<file path="config.mk">
export PLATFORM = sky130hd
export DESIGN_NAME = port_interrupt_pending_priority
export DESIGN_NICKNAME = d
export VERILOG_FILES = /design/src/rtl/pipp_pkg.sv /design/src/rtl/port_interrupt_pending_priority.sv
export SDC_FILE = /design/constraint.sdc
export NUM_CORES = 1
export LEC_CHECK = 0
export ABC_CLOCK_PERIOD_IN_PS = 8300
export BUFFER_PORTS_ARGS = -buffer_cell sky130_fd_sc_hd__buf_4
export CORE_ASPECT_RATIO = 0.8
export CORE_MARGIN = 5
export CORE_UTILIZATION = 53
export CTS_BUF_LIST = sky130_fd_sc_hd__clkbuf_8
export CTS_CLUSTER_DIAMETER = 80
export DETAILED_ROUTE_END_ITERATION = 12
export HOLD_SLACK_MARGIN = 0.08
export PLACE_DENSITY = 0.83
export SLEW_MARGIN = 20
export SYNTH_ARGS = -nofsm -noshare
export SYNTH_HDL_FRONTEND = slang
export SYNTH_SLANG_ARGS = --single-unit
</file>
<file path="constraint.sdc">
create_clock -name SYS_CLK -period 8.3 [get_ports SYS_CLK]
set_input_delay 2.49 -clock SYS_CLK [delete_from_list [all_inputs] [get_ports SYS_CLK]]
set_output_delay 2.49 -clock SYS_CLK [all_outputs]
set_load 0.03 [all_outputs]
</file>
<file path="src/rtl/pipp_pkg.sv">
// Constants, register map and state layout for the port interrupt block
package pipp_pkg;

   // ---------------------------------------------------------------
   // Bus and register map
   // ---------------------------------------------------------------
   localparam int AXI_AW = 16;
   localparam int AXI_DW = 32;
   // Register indices; the byte address is four times the index
   localparam logic [11:0] IDX_PA_PEND = 12'hfc3;
   localparam logic [11:0] IDX_PC_PEND = 12'hfc6;
   localparam logic [11:0] IDX_PRI_HI = 12'hfd0;
   localparam logic [11:0] IDX_PRI_LO = 12'hfd1;
   localparam logic [11:0] IDX_CTRL = 12'hfd2;
   localparam logic [15:0] ADDR_PA_PEND = {2'h0, IDX_PA_PEND, 2'h0};
   localparam logic [15:0] ADDR_PC_PEND = {2'h0, IDX_PC_PEND, 2'h0};
   localparam logic [15:0] ADDR_PRI_HI = {2'h0, IDX_PRI_HI, 2'h0};
   localparam logic [15:0] ADDR_PRI_LO = {2'h0, IDX_PRI_LO, 2'h0};
   localparam logic [15:0] ADDR_CTRL = {2'h0, IDX_CTRL, 2'h0};
   localparam logic [1:0] RESP_OKAY = 2'h0;
   localparam logic [1:0] RESP_SLVERR = 2'h2;

   // ---------------------------------------------------------------
   // Fields and codes
   // ---------------------------------------------------------------
   localparam int PA_N = 8;
   localparam int PC_N = 4;
   localparam int SRC_N = PA_N + PC_N;
   localparam int PA_CMP_BIT = 6;
   localparam int CTRL_GLB_EN_BIT = 0;
   localparam int CTRL_CMP_SEL_BIT = 1;
   localparam logic [7:0] RST_BYTE = 8'h00;
   localparam logic [1:0] PRI_OFF = 2'h0;
   localparam logic [1:0] PRI_LOW = 2'h1;
   localparam logic [1:0] PRI_NOM = 2'h2;
   localparam logic [1:0] PRI_HIGH = 2'h3;
   localparam logic [1:0] PC_FIXED_PRI = PRI_LOW;

   // ---------------------------------------------------------------
   // Whole state of the block
   // ---------------------------------------------------------------
   typedef struct packed {
      logic [PA_N-1:0] pa_pend;
      logic [PC_N-1:0] pc_pend;
      logic [PA_N-1:0] pri_hi;
      logic [PA_N-1:0] pri_lo;
      logic glb_en;
      logic cmp_sel;
      logic awready;
      logic wready;
      logic arready;
      logic aw_full;
      logic [AXI_AW-1:0] awaddr;
      logic w_full;
      logic [7:0] wdata;
      logic wlane;
      logic bvalid;
      logic [1:0] bresp;
      logic rvalid;
      logic [1:0] rresp;
      logic [7:0] rdata;
      logic int_req;
      logic [1:0] int_pri;
      logic [3:0] int_src;
   } state_t;

   localparam state_t RST_STATE = '0;

endpackage

</file>
<file path="src/rtl/port_interrupt_pending_priority.sv">
// Pending capture and priority forwarding of port pin interrupts
//
// How it works
// A request sets its source's pending bit
// Pending bits record whether or not globally enabled
// Global enable forwards pending requests to core
// Global disable forwards nothing; core polls pending
// Port A bits 7..0; bit 6 pin or comparator
// Pending 0 idle, 1 request awaiting service
// Port C pins 3..0 in bits 3..0
// Two-bit code from high and low registers
// 00 off, 01 low, 10 nominal, 11 high
// Software writes zero upper bits; reset clears pending
//
// The implementer's own choice: the AXI4-Lite interface to the registers.
`timescale 1ns/10ps

module port_interrupt_pending_priority
   import pipp_pkg::*;
(
   input wire logic SYS_CLK,
   input wire logic RSTN,
   // Interrupt sources
   input wire logic [PA_N-1:0] PA_REQ,
   input wire logic CMP_REQ,
   input wire logic [PC_N-1:0] PC_REQ,
   // Core side
   input wire logic INT_ACK,
   output logic INT_REQUEST,
   output logic [1:0] INT_PRIORITY,
   output logic [3:0] INT_SOURCE,
   // AXI4-Lite slave
   input wire logic [AXI_AW-1:0] AWADDR,
   input wire logic [2:0] AWPROT,
   input wire logic AWVALID,
   output logic AWREADY,
   input wire logic [AXI_DW-1:0] WDATA,
   input wire logic [3:0] WSTRB,
   input wire logic WVALID,
   output logic WREADY,
   output logic [1:0] BRESP,
   output logic BVALID,
   input wire logic BREADY,
   input wire logic [AXI_AW-1:0] ARADDR,
   input wire logic [2:0] ARPROT,
   input wire logic ARVALID,
   output logic ARREADY,
   output logic [AXI_DW-1:0] RDATA,
   output logic [1:0] RRESP,
   output logic RVALID,
   input wire logic RREADY
);

   // ---------------------------------------------------------------
   // State and working signals
   // ---------------------------------------------------------------
   state_t q;
   state_t d;
   // Per-source request sets and acknowledge clears
   logic [PA_N-1:0] set_a;
   logic [PC_N-1:0] set_c;
   logic [PA_N-1:0] clr_a;
   logic [PC_N-1:0] clr_c;
   // Priority search
   logic [SRC_N-1:0] pend_v;
   logic [1:0] src_pri [SRC_N];
   logic [1:0] best_pri;
   logic [3:0] best_src;
   // Read decode
   logic [7:0] rd_byte;
   logic rd_hit;

   // ---------------------------------------------------------------
   // Request inputs
   // ---------------------------------------------------------------
   // Bit 6 listens to the pin or to the comparator, never both; the
   // source that is not selected is simply not recorded
   always_comb
   begin
      set_a = PA_REQ;
      set_a[PA_CMP_BIT] = q.cmp_sel ? CMP_REQ : PA_REQ[PA_CMP_BIT];
      set_c = PC_REQ;
   end

   // ---------------------------------------------------------------
   // Acknowledge decode
   // ---------------------------------------------------------------
   // The acknowledge clears the source that was shown; that source trails
   // the pending bits, so an acknowledge held on may clear a second one
   always_comb
   begin
      clr_a = '0;
      clr_c = '0;
      if (INT_ACK && q.int_req)
      begin
         if (q.int_src < 4'(PA_N))
         begin
            clr_a[q.int_src[2:0]] = 1'b1;
         end
         else
         begin
            clr_c[q.int_src[1:0]] = 1'b1;
         end
      end
   end

   // ---------------------------------------------------------------
   // Source levels
   // ---------------------------------------------------------------
   // All pending bits side by side, port A low and port C above it
   assign pend_v = {q.pc_pend, q.pa_pend};

   // Port A takes its level from the enable pair; port C has no pair,
   // so it sits at a fixed low level and is always enabled
   for (genvar g = 0; g < SRC_N; g++)
   begin
      if (g < PA_N)
      begin
         assign src_pri[g] = {q.pri_hi[g], q.pri_lo[g]};
      end
      else
      begin
         assign src_pri[g] = PC_FIXED_PRI;
      end
   end

   // ---------------------------------------------------------------
   // Priority resolution
   // ---------------------------------------------------------------
   // Highest level wins; within a level the lowest index wins, so a busy
   // low-numbered source can starve its higher-numbered peers
   always_comb
   begin
      best_pri = PRI_OFF;
      best_src = 4'h0;
      for (int i = 0; i < SRC_N; i++)
      begin
         if (pend_v[i] && src_pri[i] > best_pri)
         begin
            best_pri = src_pri[i];
            best_src = 4'(i);
         end
      end
   end

   // ---------------------------------------------------------------
   // Read decode
   // ---------------------------------------------------------------
   // Data comes from the current state, so a write that commits in the
   // same cycle shows on the next read, not on this one
   always_comb
   begin
      rd_hit = 1'b1;
      rd_byte = RST_BYTE;
      case (ARADDR)
         ADDR_PA_PEND: rd_byte = q.pa_pend;
         ADDR_PC_PEND: rd_byte = {4'h0, q.pc_pend};
         ADDR_PRI_HI: rd_byte = q.pri_hi;
         ADDR_PRI_LO: rd_byte = q.pri_lo;
         ADDR_CTRL:
         begin
            rd_byte[CTRL_GLB_EN_BIT] = q.glb_en;
            rd_byte[CTRL_CMP_SEL_BIT] = q.cmp_sel;
         end
         default: rd_hit = 1'b0;
      endcase
   end

   // Register the whole state; reset clears every pending bit
   always_ff @(posedge SYS_CLK or negedge RSTN)
   begin
      if (!RSTN)
      begin
         q <= RST_STATE;
      end
      else
      begin
         q <= d;
      end
   end

   // ---------------------------------------------------------------
   // Next state
   // ---------------------------------------------------------------
   always_comb
   begin
      d = q;

      // Write address and data may arrive in either order
      if (AWVALID && q.awready)
      begin
         d.aw_full = 1'b1;
         d.awaddr = AWADDR;
      end
      if (WVALID && q.wready)
      begin
         d.w_full = 1'b1;
         d.wdata = WDATA[7:0];
         d.wlane = WSTRB[0];
      end
      if (BREADY && q.bvalid)
      begin
         d.bvalid = 1'b0;
      end

      // Commit a write once both halves are held
      if (q.aw_full && q.w_full && !q.bvalid)
      begin
         d.aw_full = 1'b0;
         d.w_full = 1'b0;
         d.bvalid = 1'b1;
         d.bresp = RESP_OKAY;
         case (q.awaddr)
            // Port A pending bits; software may set or clear them
            ADDR_PA_PEND:
            begin
               if (q.wlane)
               begin
                  d.pa_pend = q.wdata;
               end
            end
            ADDR_PC_PEND:
            begin
               // Upper nibble is not stored and reads zero
               if (q.wlane)
               begin
                  d.pc_pend = q.wdata[PC_N-1:0];
               end
            end
            // Upper bits of the level pairs
            ADDR_PRI_HI:
            begin
               if (q.wlane)
               begin
                  d.pri_hi = q.wdata;
               end
            end
            // Lower bits of the level pairs
            ADDR_PRI_LO:
            begin
               if (q.wlane)
               begin
                  d.pri_lo = q.wdata;
               end
            end
            // Global enable and the bit 6 source select
            ADDR_CTRL:
            begin
               if (q.wlane)
               begin
                  d.glb_en = q.wdata[CTRL_GLB_EN_BIT];
                  d.cmp_sel = q.wdata[CTRL_CMP_SEL_BIT];
               end
            end
            // Unmapped: nothing stored, error answer
            default:
            begin
               d.bresp = RESP_SLVERR;
            end
         endcase
      end

      // Acknowledge clears first; a request in the same cycle still wins
      d.pa_pend = (d.pa_pend & ~clr_a) | set_a;
      d.pc_pend = (d.pc_pend & ~clr_c) | set_c;

      // Read answer stands until the master takes it
      if (RREADY && q.rvalid)
      begin
         d.rvalid = 1'b0;
      end
      if (ARVALID && q.arready)
      begin
         d.rvalid = 1'b1;
         d.rdata = rd_byte;
         d.rresp = rd_hit ? RESP_OKAY : RESP_SLVERR;
      end

      // Forward only while globally enabled; polled mode stays silent.
      // The source is shown even when nothing is forwarded, so the core
      // must read it only together with the request
      d.int_req = q.glb_en && (best_pri != PRI_OFF);
      d.int_pri = q.glb_en ? best_pri : PRI_OFF;
      d.int_src = best_src;

      // Ready flags are registered so the ports come from flops; taking
      // the next state lets a slot reopen the cycle after its answer
      d.awready = !d.aw_full && !d.bvalid;
      d.wready = !d.w_full && !d.bvalid;
      d.arready = !d.rvalid;
   end

   // ---------------------------------------------------------------
   // Outputs, straight from the state flops
   // ---------------------------------------------------------------
   // Request, level and source trail the pending bits by one cycle
   assign INT_REQUEST = q.int_req;
   assign INT_PRIORITY = q.int_pri;
   assign INT_SOURCE = q.int_src;
   assign AWREADY = q.awready;
   assign WREADY = q.wready;
   assign BVALID = q.bvalid;
   assign BRESP = q.bresp;
   assign ARREADY = q.arready;
   assign RVALID = q.rvalid;
   assign RRESP = q.rresp;
   assign RDATA = {24'h000000, q.rdata};

endmodule

</file>
Yosys cells after proc, flatten, opt, wreduce, memory -nomap -nowiden
Cells that the tools add are included.

word-level totals
  register bits after elaboration = 81
  output and inout bits = 48

cells by class
  multiplexer cells = 57
  magnitude comparators = 17
  reductions and logical operators = 36
  bitwise logic cells = 6
  equal/unequal tests = 10

operators by type and width
  kind                                                                            count
  16-bit by 14-bit == test with 1-bit output, second input constant               10
  8-bit two-way mux                                                               8
  4-bit two-way mux                                                               14
  2-bit two-way mux                                                               17
  30-bit two-way mux                                                              1
  1-bit logical AND                                                               25
  6-bit one-hot mux with 4 select lines                                           1
  17-bit two-way mux                                                              1
  2-bit greater-than comparator                                                   7
  11-bit two-way mux                                                              1
  10-bit two-way mux                                                              1
  2-bit one-hot mux with 5 select lines                                           1
  5-bit OR reduction                                                              2
  1-bit two-way mux                                                               9
  3-bit AND reduction                                                             3
  8-bit AND                                                                       1
  1-bit by 2-bit greater-than comparator with 1-bit output, first input constant  4
  8-bit NOT                                                                       1
  8-bit OR                                                                        1
  1-bit zero test                                                                 5
  4-bit AND                                                                       1
  3-bit by 4-bit less-than comparator with 1-bit output, second input constant    1
  4-bit less-than comparator, second input constant                               1
  4-bit NOT                                                                       1
  9 further kinds                                                                 9

Longest topological paths before layout
  word-level depth = 38
  depth in mapped cells = 45

Least setup slack after synthesis
No wires, ideal clock.

  kind = reg-to-reg
  from = register q (netlist bit pend_v[0])
  to = register q (netlist bit INT_SOURCE[0])
  setup time = 0.138 ns
  period minus slack after synthesis = 7.641 ns
  path slack = 0.659 ns
  buffers on the path = 0
  arrival time = 7.503 ns
  cell stages (with the launch flop) = 44
  cells stage by stage = dfrtp_1 nand2_1 inv_1 ha_1 a21boi_2 o21a_4 o21ai_0 ha_1 nor2_1 nor2_1 o31a_1 and2_2 ha_1 nor2_1 o211a_1 o211ai_1 and2_1 a31oi_4 [8 not listed] nor2_1 nand3_1 a21oi_1 a31o_1 a211o_4 nand2_1 ha_1 nor4_1 a22oi_4 a31oi_4 ha_1 nor2b_1 o211ai_1 mux2_2 a31oi_1 a311oi_1 o32ai_1 a32oi_1

between the ends
  longest elaborated chain between the ends = 35

RTL lines
  what                                                      RTL line                                source
  from (decl)                                               port_interrupt_pending_priority.sv:57   state_t q;
  from (signal assigned)                                    port_interrupt_pending_priority.sv:174  q <= RST_STATE;
  from (signal assigned)                                    port_interrupt_pending_priority.sv:178  q <= d;
  1-bit logical AND (*)                                     port_interrupt_pending_priority.sv:138  if (pend_v[i] && src_pri[i] > best_pri)
  2-bit two-way mux (*)                                     port_interrupt_pending_priority.sv:138
  2-bit greater-than comparator                             port_interrupt_pending_priority.sv:138
  1-bit logical AND                                         port_interrupt_pending_priority.sv:138
  2-bit two-way mux                                         port_interrupt_pending_priority.sv:138
  2-bit greater-than comparator                             port_interrupt_pending_priority.sv:138
  1-bit logical AND                                         port_interrupt_pending_priority.sv:138
  2-bit two-way mux                                         port_interrupt_pending_priority.sv:138
  [20 not listed]                                           -
  2-bit two-way mux                                         port_interrupt_pending_priority.sv:138
  1-bit by 2-bit greater-than comparator with 1-bit output  port_interrupt_pending_priority.sv:138
  1-bit logical AND                                         port_interrupt_pending_priority.sv:138
  2-bit two-way mux                                         port_interrupt_pending_priority.sv:138
  1-bit by 2-bit greater-than comparator with 1-bit output  port_interrupt_pending_priority.sv:138
  1-bit logical AND                                         port_interrupt_pending_priority.sv:138
  4-bit two-way mux (*)                                     port_interrupt_pending_priority.sv:138
  via best_src[0]                                           port_interrupt_pending_priority.sv:68   logic [3:0] best_src;

Mark *: on every way through the listed nets, which the timed path passes. The rest lies on a longest branch.
A chain may end at the register's enable or synchronous reset.

==> impl_results.md <==
- NumNets Final: 618
- GR Overflow Total: 0
- Initial antenna violation count: 1
- DR vias: roughly 3.7k
- Sequential power share: 49.6%
- Slew Limit Fails: 0
- Area after DPL: 5000 um2
- Switching Share: 31.3%
- H-tree Lvls: 3
- Worst-Skew Late Latency: ~370 ps
- DRT antenna net count: 0
- Ys async rst share: 100%
- Routed wire length: 11.2 mm
- Outcome: finished, final reports clean
- Highest-count cells in the layout ignoring fill and taps: buf_4, dfrtp_1, mux2_2, nand2_1, conb_1
- Endpoints failing setup: 0
- Number of global-route vias before repair: 3464
- Port bufs: 83
- Top Ports: 143
- First-pass GRT wire length: 17.3 mm
- Pre-antenna DRT Iters: 5
- Drt wl/cell: 17.7 um
- Final Cycle Share: between 90% and 100%
- # fillers: 646
- Initial DRC count: 367
- Starting density of the core: between 50% and 60%
- Vias/cell: 5.82
- Worst-path clk slew: 90 ps
- Ant diodes: 0
- Reg2reg setup slack: 260 ps
- CTS tree: done
- Die H: 92.3 um
- Leakage Power: 2.57 nW
- Yosys reg bits: 79
- Setup TNS: 0 ps
- CTS Sinks: 79
- Netlist cell types: 67
- Rel. slew slack: 30.7%
- Crit path DAT: 8270 ps
- Max Freq: 0.124 GHz
- Pint: 0.000748 W
- Seq/Total Area, Yosys: roughly 44%
- Share of layout cells above drive strength 1: 40.7%
- Max incr delay on CP: 450 ps
- Most common flop cell mapped by yosys: dfrtp_1
- Type of the tightest min-delay check: reg2reg
- CP max-delay cell: dfrtp_2
- Max Cap Viol: 0
- Worst Tran Pin Value: 1030 ps
- Final setup margin: around 260 ps
- Worst-case clock buffer depth: 2
- Crit Path Max Fanout: 5
- YS warnings: 0
- Die width: 113 um
- Finished Cell Area: around 5500 um2
- Post-DP HPWL: 7.86 mm
- Die area: between 10000 and 15000 um2
- Final hold violation count: 0
- Clk_skew: 14.6 ps
- Commonest non-fill, non-tap cell in the layout: buf_4
- Critical path endpoint category: register
- Largest net degree at the start of global routing: 80
- Number of synthesized flops with an enable pin: 0
- CP Class: reg2reg
- Syn avg cell area: 10.5 um2
- CP startpoint kind: register
- Pre-CTS WS: -195 ps
- Maximum VDD drop: 0.247 mV
- Gr usage total: 20.9%
- Row cnt: 30
- Area delta synth->final: 23.4%
- Root Buffer: clkbuf_8
- Core area: about 8400 um2
- Clk network pwr share: roughly 30%
- Combinational Power Share: 20.0%
- Minimum clock period: between 8000 and 9000 ps
- Total CTS buffers: 9
- RePlAce Congestion: 0.833
- DRC violations left: 0
- Synth Instances: 427
- Cell Area, Synth: 4480 um2
- Final core utilization: 66.1%
- Crit path required time: 8530 ps
- Overall power: between 0.001 and 0.0015 W
- Hold buffer count at cts: 0
- Psw: roughly 0.00034 W
- Power Density: 197 nW/um2
-- power by group through the flow --
stage / Combinational (W) / Sequential (W) / Clock, W
after global placement: 0.000207 / 0.000535 / 0
after floorplan: 0.000153 / 0.000525 / 0
final: 0.000218 / 0.000540 / 0.000331
after global routing: 0.000237 / 0.000550 / 0.000355
after CTS: 0.000219 / 0.000537 / 0.000337
after detailed placement: 0.000217 / 0.000545 / 0
-- cells by family after synthesis --
| kind of cell | count (synthesis) | share of synthesized area [%] |
|---|---|---|
| multiplexers | 63 | 15.5 |
| adder cells (fa/ha/maj) | 9 | 2.51 |
| AO/OA/AOI/OAI | 90 | 15.4 |
| other | 1 | 0.0836 |
| flip-flops | 79 | 44.1 |
| buffers and inverters | 68 | 9.29 |
| AND/OR/NAND/NOR | 117 | 13.2 |
-- metrics by stage --
stage	cells	hold slack, ps
CTS	618	476
floorplan	452	427
global route	631	503
global placement	598	455
detailed placement	598	461
finish	631	476
-- worst paths after layout --
path / startpoint / to / cells past startpoint
max in group asynchronous: RSTN / pend_v[0]$_DFF_PN0_ / 2
worst max-delay path: pend_v[0]$_DFF_PN0_ / INT_REQUEST$_DFF_PN0_ / 44
worst max register to register: pend_v[0]$_DFF_PN0_ / INT_REQUEST$_DFF_PN0_ / 44
worst min register to register: q[30]$_DFF_PN0_ / WREADY$_DFF_PN0_ / 1
min in group asynchronous: RSTN / RDATA[0]$_DFFE_PN0P_ / 1
worst min-delay path: q[30]$_DFF_PN0_ / WREADY$_DFF_PN0_ / 1
-- area by class of cell --
type	count	area [um2]	share of cell area, %
Multi-Input combinational cell	305	2340	42.2
Sequential cell	79	1980	35.8
Timing Repair Buffer	101	778	14.1
Tap cell	112	140	2.53
Clock buffer	9	124	2.24
Clock inverter	7	106	1.92
Inverter	18	67.6	1.22
-- synthesized netlist by cell type (2+ instances only) --
master | instances | area (um2)
inv_1 | 17 | 63.8
a22o_1 | 2 | 17.5
mux2i_1 | 13 | 130
and2_2 | 2 | 15.0
o211ai_1 | 4 | 30.0
ha_1 | 9 | 113
nand3_1 | 6 | 30.0
and2_1 | 2 | 12.5
nand2_1 | 43 | 161
a222oi_1 | 2 | 20.0
nand4b_1 | 2 | 17.5
a31oi_1 | 6 | 37.5
o21ai_1 | 4 | 20.0
clkbuf_1 | 5 | 18.8
dfrtp_1 | 79 | 1980
a22oi_1 | 5 | 37.5
nand4_1 | 4 | 25.0
o21ai_0 | 20 | 100
nor3b_1 | 3 | 22.5
a21oi_1 | 11 | 55.1
a31o_1 | 2 | 17.5
or3_1 | 3 | 18.8
buf_2 | 3 | 15.0
nand2b_1 | 2 | 12.5
nor2b_1 | 2 | 12.5
mux2_2 | 50 | 563
a221oi_1 | 2 | 17.5
nor2_1 | 27 | 101
buf_4 | 42 | 315
a211oi_1 | 2 | 15.0
nor3_1 | 4 | 20.0
o21bai_1 | 10 | 75.1
or2_1 | 2 | 12.5
nor4_1 | 3 | 18.8
a31oi_4 | 2 | 42.5
-- critical path: cells and delay by family, from the launching register on --
kind	cells	cell delay, ps
multiplexers	1	360
AO/OA/AOI/OAI	20	3500
buffers and inverters	3	260
flip-flops	1	450
adder cells (fa/ha/maj)	7	1940
AND/OR/NAND/NOR	13	1360
-- flip-flops by register name, indices dropped and copies added (netlist names) --
register,cells
pend_v,12
q,45
AWREADY,1
RRESP,1
INT_SOURCE,4
ARREADY,1
RDATA,8
WREADY,1
BRESP,1
BVALID,1
INT_PRIORITY,2
INT_REQUEST,1
RVALID,1
-- metal layers --
metal / track usage (%) / part of all wire [%]
met1: 28.3 / 40
met2: 32.0 / 46
met3: 7.26 / 11
met4: 5.91 / 2.5
met5: 0 / 0.12
-- what timing repair did --
item | CTS | global route
setup endpoints to repair | 3 | 7
setup buffers | 4 | 12
gates resized for setup | 4 | 26
pin swaps | 3 | 23
(Power assumes the default switching activity.)
